## src/rtl/msa_params.svh

```systemverilog
`ifndef MSA_PARAMS_SVH
`define MSA_PARAMS_SVH

// Register offsets on the register port.
`define MSA_OFS_TEMP_SLOT   12'h00f
`define MSA_OFS_AUX_CFG     12'h010
`define MSA_OFS_SYSTEM_CLOCK_KHZ     12'h012
`define MSA_OFS_LINE_CYCLES 12'h014
`define MSA_OFS_NS_LOW      12'h016
`define MSA_OFS_NS_HIGH     12'h018

// Temperature slot fields.
`define MSA_TEMP_MUX_HI     7
`define MSA_TEMP_MUX_LO     4
`define MSA_TEMP_DIS_BIT    3
`define MSA_TEMP_GAIN_HI    2
`define MSA_TEMP_GAIN_LO    0
`define MSA_TEMP_RESET      8'h8a
`define MSA_GAIN_MAX_CODE   3'h5
`define MSA_MUX_LAST_PAIR   4'h6
`define MSA_MUX_AUTOZERO    4'h7
`define MSA_MUX_V_LAST      4'h2
`define MSA_MUX_I_LAST      4'h5

// Auxiliary configuration fields.
`define MSA_AUX_EN_BIT      6
`define MSA_AUX_SEL_HI      2
`define MSA_AUX_SEL_LO      0
`define MSA_AUX_WRITE_MASK  16'h0047
`define MSA_AUX_RESET       16'h0000

// Reset values of the timing registers, and the frame unit.
`define MSA_SYSTEM_CLOCK_KHZ_RESET   16'h1f40
`define MSA_LINE_CYC_RESET  16'h0010
`define MSA_NS_RESET        32'h00010000
`define MSA_FRAME_UNIT      32'h00010000

`endif

```

## src/rtl/msa_pkg.sv

```systemverilog
`default_nettype none
package msa_pkg;
  typedef enum logic [2:0] {
    MSA_SRC_VOLTAGE,
    MSA_SRC_CURRENT,
    MSA_SRC_NEUTRAL,
    MSA_SRC_AUTOZERO,
    MSA_SRC_TEMPERATURE
  } msa_source_type;

  typedef enum logic [1:0] {
    MSA_RMS_COLLECT,
    MSA_RMS_ROOT
  } msa_rms_state_type;
endpackage
`default_nettype wire

```

## src/rtl/msa_dsp_timer.sv

```systemverilog
`default_nettype none
module msa_dsp_timer #(
  parameter int CYCLE_WIDTH = 16,
  parameter int NS_WIDTH    = 32
) (
  // Clock and reset.
  input  wire logic                   sys_clk,
  input  wire logic                   reset_n,
  // Timing events.
  input  wire logic                   frameTick,
  input  wire logic                   lineCycleTick,
  // Settings.
  input  wire logic [CYCLE_WIDTH-1:0] lineCycleCount,
  input  wire logic [NS_WIDTH-1:0]    cycleLength,
  // Results.
  output logic                        dspCycleTick,
  output logic                        dspCalcStart
);
  `include "msa_params.svh"

  if (NS_WIDTH != 32 || CYCLE_WIDTH < 1) begin : gChk
    $error("msa_dsp_timer: unsupported widths");
  end

  logic [NS_WIDTH:0]      frameAcc_r, frameAcc_nxt;
  logic [CYCLE_WIDTH-1:0] lineCnt_r, lineCnt_nxt;
  logic                   dspTick_r, dspTick_nxt;
  logic                   calc_r, calc_nxt;
  logic [NS_WIDTH:0]      sum;

  always_comb begin
    sum = frameAcc_r;
    frameAcc_nxt = frameAcc_r;
    dspTick_nxt = 1'b0;
    lineCnt_nxt = lineCnt_r;
    calc_nxt = 1'b0;
    // RULE12: frames counted in 1/65536 units
    if (frameTick) begin
      sum = frameAcc_r + {1'b0, `MSA_FRAME_UNIT};
      if (cycleLength != '0 && sum >= {1'b0, cycleLength}) begin
        frameAcc_nxt = sum - {1'b0, cycleLength};
        dspTick_nxt = 1'b1;
      end else begin
        frameAcc_nxt = sum;
      end
    end
    // RULE11: calculate after counted line cycles
    if (lineCycleTick) begin
      if (lineCycleCount != '0 && lineCnt_r + 1'b1 >= lineCycleCount) begin
        lineCnt_nxt = '0;
        calc_nxt = 1'b1;
      end else begin
        lineCnt_nxt = lineCnt_r + 1'b1;
      end
    end
  end

  always_ff @(posedge sys_clk) begin
    if (!reset_n) begin
      frameAcc_r <= '0;
      lineCnt_r <= '0;
      dspTick_r <= 1'b0;
      calc_r <= 1'b0;
    end else begin
      frameAcc_r <= frameAcc_nxt;
      lineCnt_r <= lineCnt_nxt;
      dspTick_r <= dspTick_nxt;
      calc_r <= calc_nxt;
    end
  end

  assign dspCycleTick = dspTick_r;
  assign dspCalcStart = calc_r;
endmodule
`default_nettype wire

```

## src/rtl/msa_config_bank.sv

```systemverilog
// Contract
// RULE1: input select picks pair, autozero, temperature
// RULE2: disable bit skips temperature slot conversion
// RULE3: gain is two to the code
// RULE4: host never programs gain above 101
// RULE5: temperature slot resets to 1000,1,010
// RULE6: host leaves temperature slot alone
// RULE7: auxiliary channel RMS computed alongside
// RULE8: bit 6 enables auxiliary processing
// RULE9: bits 2:0 pick aux input
// RULE10: clock kHz register resets 0x1F40
// RULE11: calculations after programmed line cycles
// RULE12: cycle length in frames, 0x10000 each
// RULE13: firmware recomputes cycle length
// RULE14: host may write cycle length
// RULE15: aux reserved bits read zero
`default_nettype none
module msa_config_bank
  import msa_pkg::*;
#(
  parameter int AUX_WIN_LOG2 = 8
) (
  // Clock and reset.
  input  wire logic                 sys_clk,
  input  wire logic                 reset_n,
  // Host register port.
  input  wire logic [11:0]          regAddr,
  input  wire logic                 regWrite,
  input  wire logic                 regRead,
  input  wire logic [15:0]          regWdata,
  output logic      [15:0]          regRdata,
  output logic                      regRdataValid,
  // Firmware updates.
  input  wire logic                 fwTempWrite,
  input  wire logic [7:0]           fwTempData,
  input  wire logic                 fwNsWrite,
  input  wire logic [31:0]          fwNsData,
  // Temperature time slot.
  input  wire logic                 tempSlotStrobe,
  output logic      [3:0]           tempMuxSelect,
  output msa_pkg::msa_source_type   tempSource,
  output logic                      tempConvStart,
  output logic      [5:0]           tempGain,
  // Auxiliary channel.
  input  wire logic                 auxSampleValid,
  input  wire logic signed [15:0]   auxSample,
  output logic                      auxEnable,
  output logic      [2:0]           auxInputSelect,
  output logic      [15:0]          auxRms,
  output logic                      auxRmsValid,
  // Timing.
  input  wire logic                 frameTick,
  input  wire logic                 lineCycleTick,
  output logic      [15:0]          clockKhz,
  output logic      [31:0]          dspCycleLength,
  output logic                      dspCycleTick,
  output logic                      dspCalcStart
);
  import msa_pkg::*;
  `include "msa_params.svh"

  localparam int SUM_W = 32 + AUX_WIN_LOG2;

  if (AUX_WIN_LOG2 < 1 || AUX_WIN_LOG2 > 16) begin : gChk
    $error("msa_config_bank: AUX_WIN_LOG2 out of range");
  end

  // Register state.
  logic [7:0]  tempSlot_r, tempSlot_nxt;
  logic [15:0] auxCfg_r, auxCfg_nxt;
  logic [15:0] sysKhz_r, sysKhz_nxt;
  logic [15:0] lineCyc_r, lineCyc_nxt;
  logic [31:0] ns_r, ns_nxt;
  logic [15:0] rdata_r, rdata_nxt;
  logic        rvalid_r, rvalid_nxt;

  always_comb begin
    tempSlot_nxt = tempSlot_r;
    auxCfg_nxt = auxCfg_r;
    sysKhz_nxt = sysKhz_r;
    lineCyc_nxt = lineCyc_r;
    ns_nxt = ns_r;
    rdata_nxt = rdata_r;
    rvalid_nxt = regRead;
    // RULE13: firmware cycle length update
    if (fwNsWrite) begin
      ns_nxt = fwNsData;
    end
    if (regWrite) begin
      case (regAddr)
        `MSA_OFS_TEMP_SLOT: begin
          tempSlot_nxt = regWdata[7:0];
        end
        // RULE15: reserved bits held at zero
        `MSA_OFS_AUX_CFG: begin
          auxCfg_nxt = regWdata & `MSA_AUX_WRITE_MASK;
        end
        `MSA_OFS_SYSTEM_CLOCK_KHZ: begin
          sysKhz_nxt = regWdata;
        end
        `MSA_OFS_LINE_CYCLES: begin
          lineCyc_nxt = regWdata;
        end
        // RULE14: host write taken over firmware
        `MSA_OFS_NS_LOW: begin
          ns_nxt = {ns_r[31:16], regWdata};
        end
        `MSA_OFS_NS_HIGH: begin
          ns_nxt = {regWdata, ns_r[15:0]};
        end
        default: begin
        end
      endcase
    end
    // Firmware owns the slot, so its update wins over the host.
    if (fwTempWrite) begin
      tempSlot_nxt = fwTempData;
    end
    if (regRead) begin
      case (regAddr)
        `MSA_OFS_TEMP_SLOT:   rdata_nxt = {8'h00, tempSlot_r};
        `MSA_OFS_AUX_CFG:     rdata_nxt = auxCfg_r;
        `MSA_OFS_SYSTEM_CLOCK_KHZ:     rdata_nxt = sysKhz_r;
        `MSA_OFS_LINE_CYCLES: rdata_nxt = lineCyc_r;
        `MSA_OFS_NS_LOW:      rdata_nxt = ns_r[15:0];
        `MSA_OFS_NS_HIGH:     rdata_nxt = ns_r[31:16];
        default:              rdata_nxt = 16'h0000;
      endcase
    end
  end

  always_ff @(posedge sys_clk) begin
    if (!reset_n) begin
      // RULE5: temperature slot reset value
      tempSlot_r <= `MSA_TEMP_RESET;
      auxCfg_r <= `MSA_AUX_RESET;
      // RULE10: clock frequency reset value
      sysKhz_r <= `MSA_SYSTEM_CLOCK_KHZ_RESET;
      lineCyc_r <= `MSA_LINE_CYC_RESET;
      ns_r <= `MSA_NS_RESET;
      rdata_r <= 16'h0000;
      rvalid_r <= 1'b0;
    end else begin
      tempSlot_r <= tempSlot_nxt;
      auxCfg_r <= auxCfg_nxt;
      sysKhz_r <= sysKhz_nxt;
      lineCyc_r <= lineCyc_nxt;
      ns_r <= ns_nxt;
      rdata_r <= rdata_nxt;
      rvalid_r <= rvalid_nxt;
    end
  end

  // Temperature slot decode.
  logic [3:0] muxCode;
  logic [2:0] gainCode;

  assign muxCode  = tempSlot_r[`MSA_TEMP_MUX_HI:`MSA_TEMP_MUX_LO];
  assign gainCode = tempSlot_r[`MSA_TEMP_GAIN_HI:`MSA_TEMP_GAIN_LO];

  always_comb begin
    // RULE1: input select decode
    if (muxCode[3]) begin
      tempSource = MSA_SRC_TEMPERATURE;
    end else if (muxCode == `MSA_MUX_AUTOZERO) begin
      tempSource = MSA_SRC_AUTOZERO;
    end else if (muxCode == `MSA_MUX_LAST_PAIR) begin
      tempSource = MSA_SRC_NEUTRAL;
    end else if (muxCode > `MSA_MUX_V_LAST) begin
      tempSource = MSA_SRC_CURRENT;
    end else begin
      tempSource = MSA_SRC_VOLTAGE;
    end
    // RULE3: gain as power of two
    if (gainCode <= `MSA_GAIN_MAX_CODE) begin
      tempGain = 6'h01 << gainCode;
    end else begin
      // RULE4: reserved codes give no gain
      tempGain = 6'h00;
    end
  end

  assign tempMuxSelect = muxCode;
  // RULE2: skip conversion when disabled
  assign tempConvStart = tempSlotStrobe & ~tempSlot_r[`MSA_TEMP_DIS_BIT];

  // RULE8: enable bit gates aux channel
  assign auxEnable      = auxCfg_r[`MSA_AUX_EN_BIT];
  // RULE9: aux input select field
  assign auxInputSelect = auxCfg_r[`MSA_AUX_SEL_HI:`MSA_AUX_SEL_LO];

  // Auxiliary RMS over a power-of-two window, then a bitwise root.
  msa_rms_state_type      rmsState_r, rmsState_nxt;
  logic [SUM_W-1:0]       sumSq_r, sumSq_nxt;
  logic [AUX_WIN_LOG2-1:0] cnt_r, cnt_nxt;
  logic [31:0]            meanSq_r, meanSq_nxt;
  logic [15:0]            root_r, root_nxt;
  logic [3:0]             bitIdx_r, bitIdx_nxt;
  logic [15:0]            rms_r, rms_nxt;
  logic                   rmsValid_r, rmsValid_nxt;
  logic [15:0]            trial;
  logic [31:0]            square;
  logic [15:0]            magnitude;

  always_comb begin
    rmsState_nxt = rmsState_r;
    sumSq_nxt = sumSq_r;
    cnt_nxt = cnt_r;
    meanSq_nxt = meanSq_r;
    root_nxt = root_r;
    bitIdx_nxt = bitIdx_r;
    rms_nxt = rms_r;
    rmsValid_nxt = 1'b0;
    magnitude = auxSample[15] ? 16'(-auxSample) : 16'(auxSample);
    square = magnitude * magnitude;
    trial = root_r | (16'h0001 << bitIdx_r);
    // RULE7: accumulate and root aux samples
    case (rmsState_r)
      MSA_RMS_COLLECT: begin
        if (auxSampleValid && auxEnable) begin
          sumSq_nxt = sumSq_r + SUM_W'(square);
          cnt_nxt = cnt_r + 1'b1;
          if (cnt_r == '1) begin
            meanSq_nxt = 32'(sumSq_nxt >> AUX_WIN_LOG2);
            sumSq_nxt = '0;
            root_nxt = 16'h0000;
            bitIdx_nxt = 4'hf;
            rmsState_nxt = MSA_RMS_ROOT;
          end
        end
      end
      MSA_RMS_ROOT: begin
        if (trial * trial <= meanSq_r) begin
          root_nxt = trial;
        end
        bitIdx_nxt = bitIdx_r - 1'b1;
        if (bitIdx_r == 4'h0) begin
          rms_nxt = (trial * trial <= meanSq_r) ? trial : root_r;
          rmsValid_nxt = 1'b1;
          rmsState_nxt = MSA_RMS_COLLECT;
        end
      end
      default: begin
        rmsState_nxt = MSA_RMS_COLLECT;
      end
    endcase
    if (!auxEnable) begin
      sumSq_nxt = '0;
      cnt_nxt = '0;
      rmsState_nxt = MSA_RMS_COLLECT;
    end
  end

  always_ff @(posedge sys_clk) begin
    if (!reset_n) begin
      rmsState_r <= MSA_RMS_COLLECT;
      sumSq_r <= '0;
      cnt_r <= '0;
      meanSq_r <= 32'h00000000;
      root_r <= 16'h0000;
      bitIdx_r <= 4'h0;
      rms_r <= 16'h0000;
      rmsValid_r <= 1'b0;
    end else begin
      rmsState_r <= rmsState_nxt;
      sumSq_r <= sumSq_nxt;
      cnt_r <= cnt_nxt;
      meanSq_r <= meanSq_nxt;
      root_r <= root_nxt;
      bitIdx_r <= bitIdx_nxt;
      rms_r <= rms_nxt;
      rmsValid_r <= rmsValid_nxt;
    end
  end

  msa_dsp_timer #(
    .CYCLE_WIDTH (16),
    .NS_WIDTH    (32)
  ) uTimer (
    .sys_clk        (sys_clk),
    .reset_n        (reset_n),
    .frameTick      (frameTick),
    .lineCycleTick  (lineCycleTick),
    .lineCycleCount (lineCyc_r),
    .cycleLength    (ns_r),
    .dspCycleTick   (dspCycleTick),
    .dspCalcStart   (dspCalcStart)
  );

  assign regRdata       = rdata_r;
  assign regRdataValid  = rvalid_r;
  assign auxRms         = rms_r;
  assign auxRmsValid    = rmsValid_r;
  assign clockKhz       = sysKhz_r;
  assign dspCycleLength = ns_r;
endmodule
`default_nettype wire

```

## config.mk

```make
export PLATFORM = sky130hd
export DESIGN_NAME = msa_config_bank
export DESIGN_NICKNAME = d
export VERILOG_FILES = /design/src/rtl/msa_pkg.sv /design/src/rtl/msa_dsp_timer.sv /design/src/rtl/msa_config_bank.sv
export VERILOG_INCLUDE_DIRS = /design/src /design/src/rtl
export SDC_FILE = /design/constraint.sdc
export NUM_CORES = 2
export LEC_CHECK = 0
export BUFFER_PORTS_ARGS = -buffer_cell sky130_fd_sc_hd__buf_2
export CAP_MARGIN = 10
export CORE_ASPECT_RATIO = 0.9
export CORE_UTILIZATION = 40
export CTS_CLUSTER_SIZE = 16
export DETAILED_ROUTE_END_ITERATION = 10
export PLACE_DENSITY = 0.6
export SLEW_MARGIN = 20
export SYNTH_ARGS = -nofsm -noshare
export SYNTH_HDL_FRONTEND = slang
export SYNTH_SLANG_ARGS = --single-unit
```

## constraint.sdc

```tcl
create_clock -name sys_clk -period 26.3 [get_ports sys_clk]
set_clock_uncertainty 0.15 [all_clocks]
set_input_delay 1.315 -clock sys_clk [delete_from_list [all_inputs] [get_ports sys_clk]]
set_output_delay 1.315 -clock sys_clk [all_outputs]
set_load 0.005 [all_outputs]
```

==> metrics.txt <==
residual DRC count 0; die area 76700 um2; RSZ-0062 raised after global routing no; area of the mapped netlist 30300 um2; hold_ws 0.301 ns; final setup fails 0; Avg Inst Size Synth 8.25 um2; num ports 196; CTS tree built; Initial Util 0.405; vias in the first global route 25266; Final ANT Viol Nets 0; EDFF count, synth 0; startpoint types register; Hold WC Path Type reg2reg; TNS Setup 0 ns; final setup margin 15.45 ns; Worst-Margin Slew 1.08 ns; first-pass GRT wire length 138000 um; register bit total from synthesis 262; Vias 25421; Reg clk slew, reported paths 0.06 ns; Slew HR 0.280; pin count of the biggest net entering global routing 81; CTS Hold Buffers Added 0; sequential cell fraction of total power 0.111; top-area cell type share of the netlist area 0.237; Slowest-stage cell, CP a2111oi_0; maximum fanout along the worst path 14; top-count cell post-synth inv_1; DP Area 32100 um2; fillers 7468; period utilization 0.412; Rows 95; Synth cell types 95; H-tree Lvls 2; layout cell share with drive strength beyond 1 0.0891; synth-to-layout area growth 10.0%; total power 4.04 mW; post-cts repair resize count 0; Pleak 16.3 nW; critical path class reg2reg; DP Worst Slack 15.66 ns; Crit. End Element register; routability cong. 0.891; post-CTS setup buffer count 0; Fin. Hold Viols 0; Post-DP HPWL 67200 um; nets 4527; port bufs 195; drt pass-1 iters 5; cells after synthesis 3669; Seq/Total Area, Yosys 0.173; gr usage total 0.224; combinational power share 0.770; total CTS buffers 34; Via-to-Cell Ratio 5.32; sw power 2.11 mW; power share of the clock group 0.119; MaxCap Viol Count 0; GR Overflow Total 0; Design Area, Final 33300 um2; top_reg_cell synth dfxtp_1; Die Ht 263 um; Critical Path AT 11.14 ns; area occupied by multi-input gates 22000 um2; crit-path max cell delay 0.80 ns; DR iter-0 viols 1819; Pwr Density 121 nW/um2; Clk Tree Root Cell clkbuf_16; Synth async-reset ratio 0; Int Power 1.93 mW; Most common cell on crit path inv_1; area leader, netlist fa_1; status completed; core area 74800 um2; Clock Tree Buf Depth 3; clk sinks 262; routed length per instance 17.7 um; Clock Latency Late Sink 0.56 ns; Max Freq 92.2 MHz; sw frac 0.523; Data required, critical path 26.59 ns; min Tclk post-route 10.85 ns; die span in x 292 um; Final Max Tran Viols 0; top cells by count, synth inv_1 (648), nand2_1 (385), fa_1 (358); yosys warns 0; initial antenna violation count 4; synth top area cells fa_1 (24%), dfxtp_1 (17%), ha_1 (12%); drt total wl 84500 um; maximum vdd ir drop 0.241 mV; register area 5250 um2
## metrics by stage
step           std cells  utilization
2_1_floorplan       3679            -
3_3_place_gp        4721        0.430
3_5_place_dp        4721        0.430
4_1_cts             4775        0.445
5_1_grt             4776        0.445
6_report            4777        0.445
## final timing paths
check	start	endpoint	slack (ns)	depth (start not counted)
min reg2reg	auxRms[4]	auxRms[4]	0.30	2
max	bitIdx_r[0]	root_r[10]	15.45	35
max reg2reg	bitIdx_r[0]	root_r[10]	15.45	35
min	auxRms[4]	auxRms[4]	0.30	2
## sequential cells by signal, summed over array words and instances, names as in the netlist, 16 cells and up
signal / count
root_r: 16
meanSq_r: 32
regRdata: 16
auxRms: 16
uTimer.lineCnt_r: 16
clockKhz: 16
dspCycleLength: 32
lineCyc_r: 16
sumSq_r: 40
uTimer.frameAcc_r: 33
## cell type report
class                   count  share of cell area
well taps                 970              0.0365
inverters                 665              0.0751
repair buffers            228              0.0370
flip-flops and latches    262               0.158
multi-input cells        2597               0.660
clock inverters            15             0.00714
clock buffers              39              0.0267
diodes                      1           0.0000752
## critical path: cells and delay by family, from the launching register on
| family | cells | cell delay (ns) |
|---|---|---|
| xor gates and xnor gates | 1 | 0.14 |
| buffers and inverters | 9 | 1.04 |
| DFF | 1 | 0.42 |
| adders and majority gates | 9 | 3.89 |
| AOI/OAI and AO/OA | 10 | 3.50 |
| and+or+nand+nor | 6 | 1.57 |
## cell usage in the layout, fill, tap and decap left out, types with 44 or more instances in the layout
master / count
xor2_1: 51
inv_1: 647
dfxtp_1: 262
a21o_1: 80
nor3_1: 44
nor2_1: 251
ha_1: 287
nand3_1: 81
buf_2: 194
and3_1: 45
o21ai_0: 161
a21oi_1: 255
fa_1: 358
xnor2_1: 92
nand2_1: 385
## layer usage
metal,track usage,wire [um]
met1,0.325,39900
met3,0.0289,5120
met2,0.353,37500
met5,0,30
met4,0.0508,1920
## power by group through the flow
stage / registers (mW) / clock network (mW) / logic (mW)
after floorplan: 0.448 / 0 / 2.33
after global placement: 0.457 / 0 / 3.09
after detailed placement: 0.456 / 0 / 3.07
after CTS: 0.448 / 0.492 / 3.11
after global routing: 0.452 / 0.508 / 3.45
final: 0.449 / 0.480 / 3.11
## cells by family (layout without fill, tap and decap cells)
logic type / after synthesis / in the layout / synth area share
other: 2 / 13 / 0.000248
muxes: 23 / 23 / 0.00802
AOI/OAI and AO/OA: 766 / 766 / 0.162
xor gates and xnor gates: 145 / 145 / 0.0425
DFF: 262 / 262 / 0.173
buffers and inverters: 820 / 947 / 0.103
and+or+nand+nor: 1005 / 1005 / 0.155
adders and majority gates: 646 / 646 / 0.356
No activity file was read; power rests on OpenSTA's default activity.
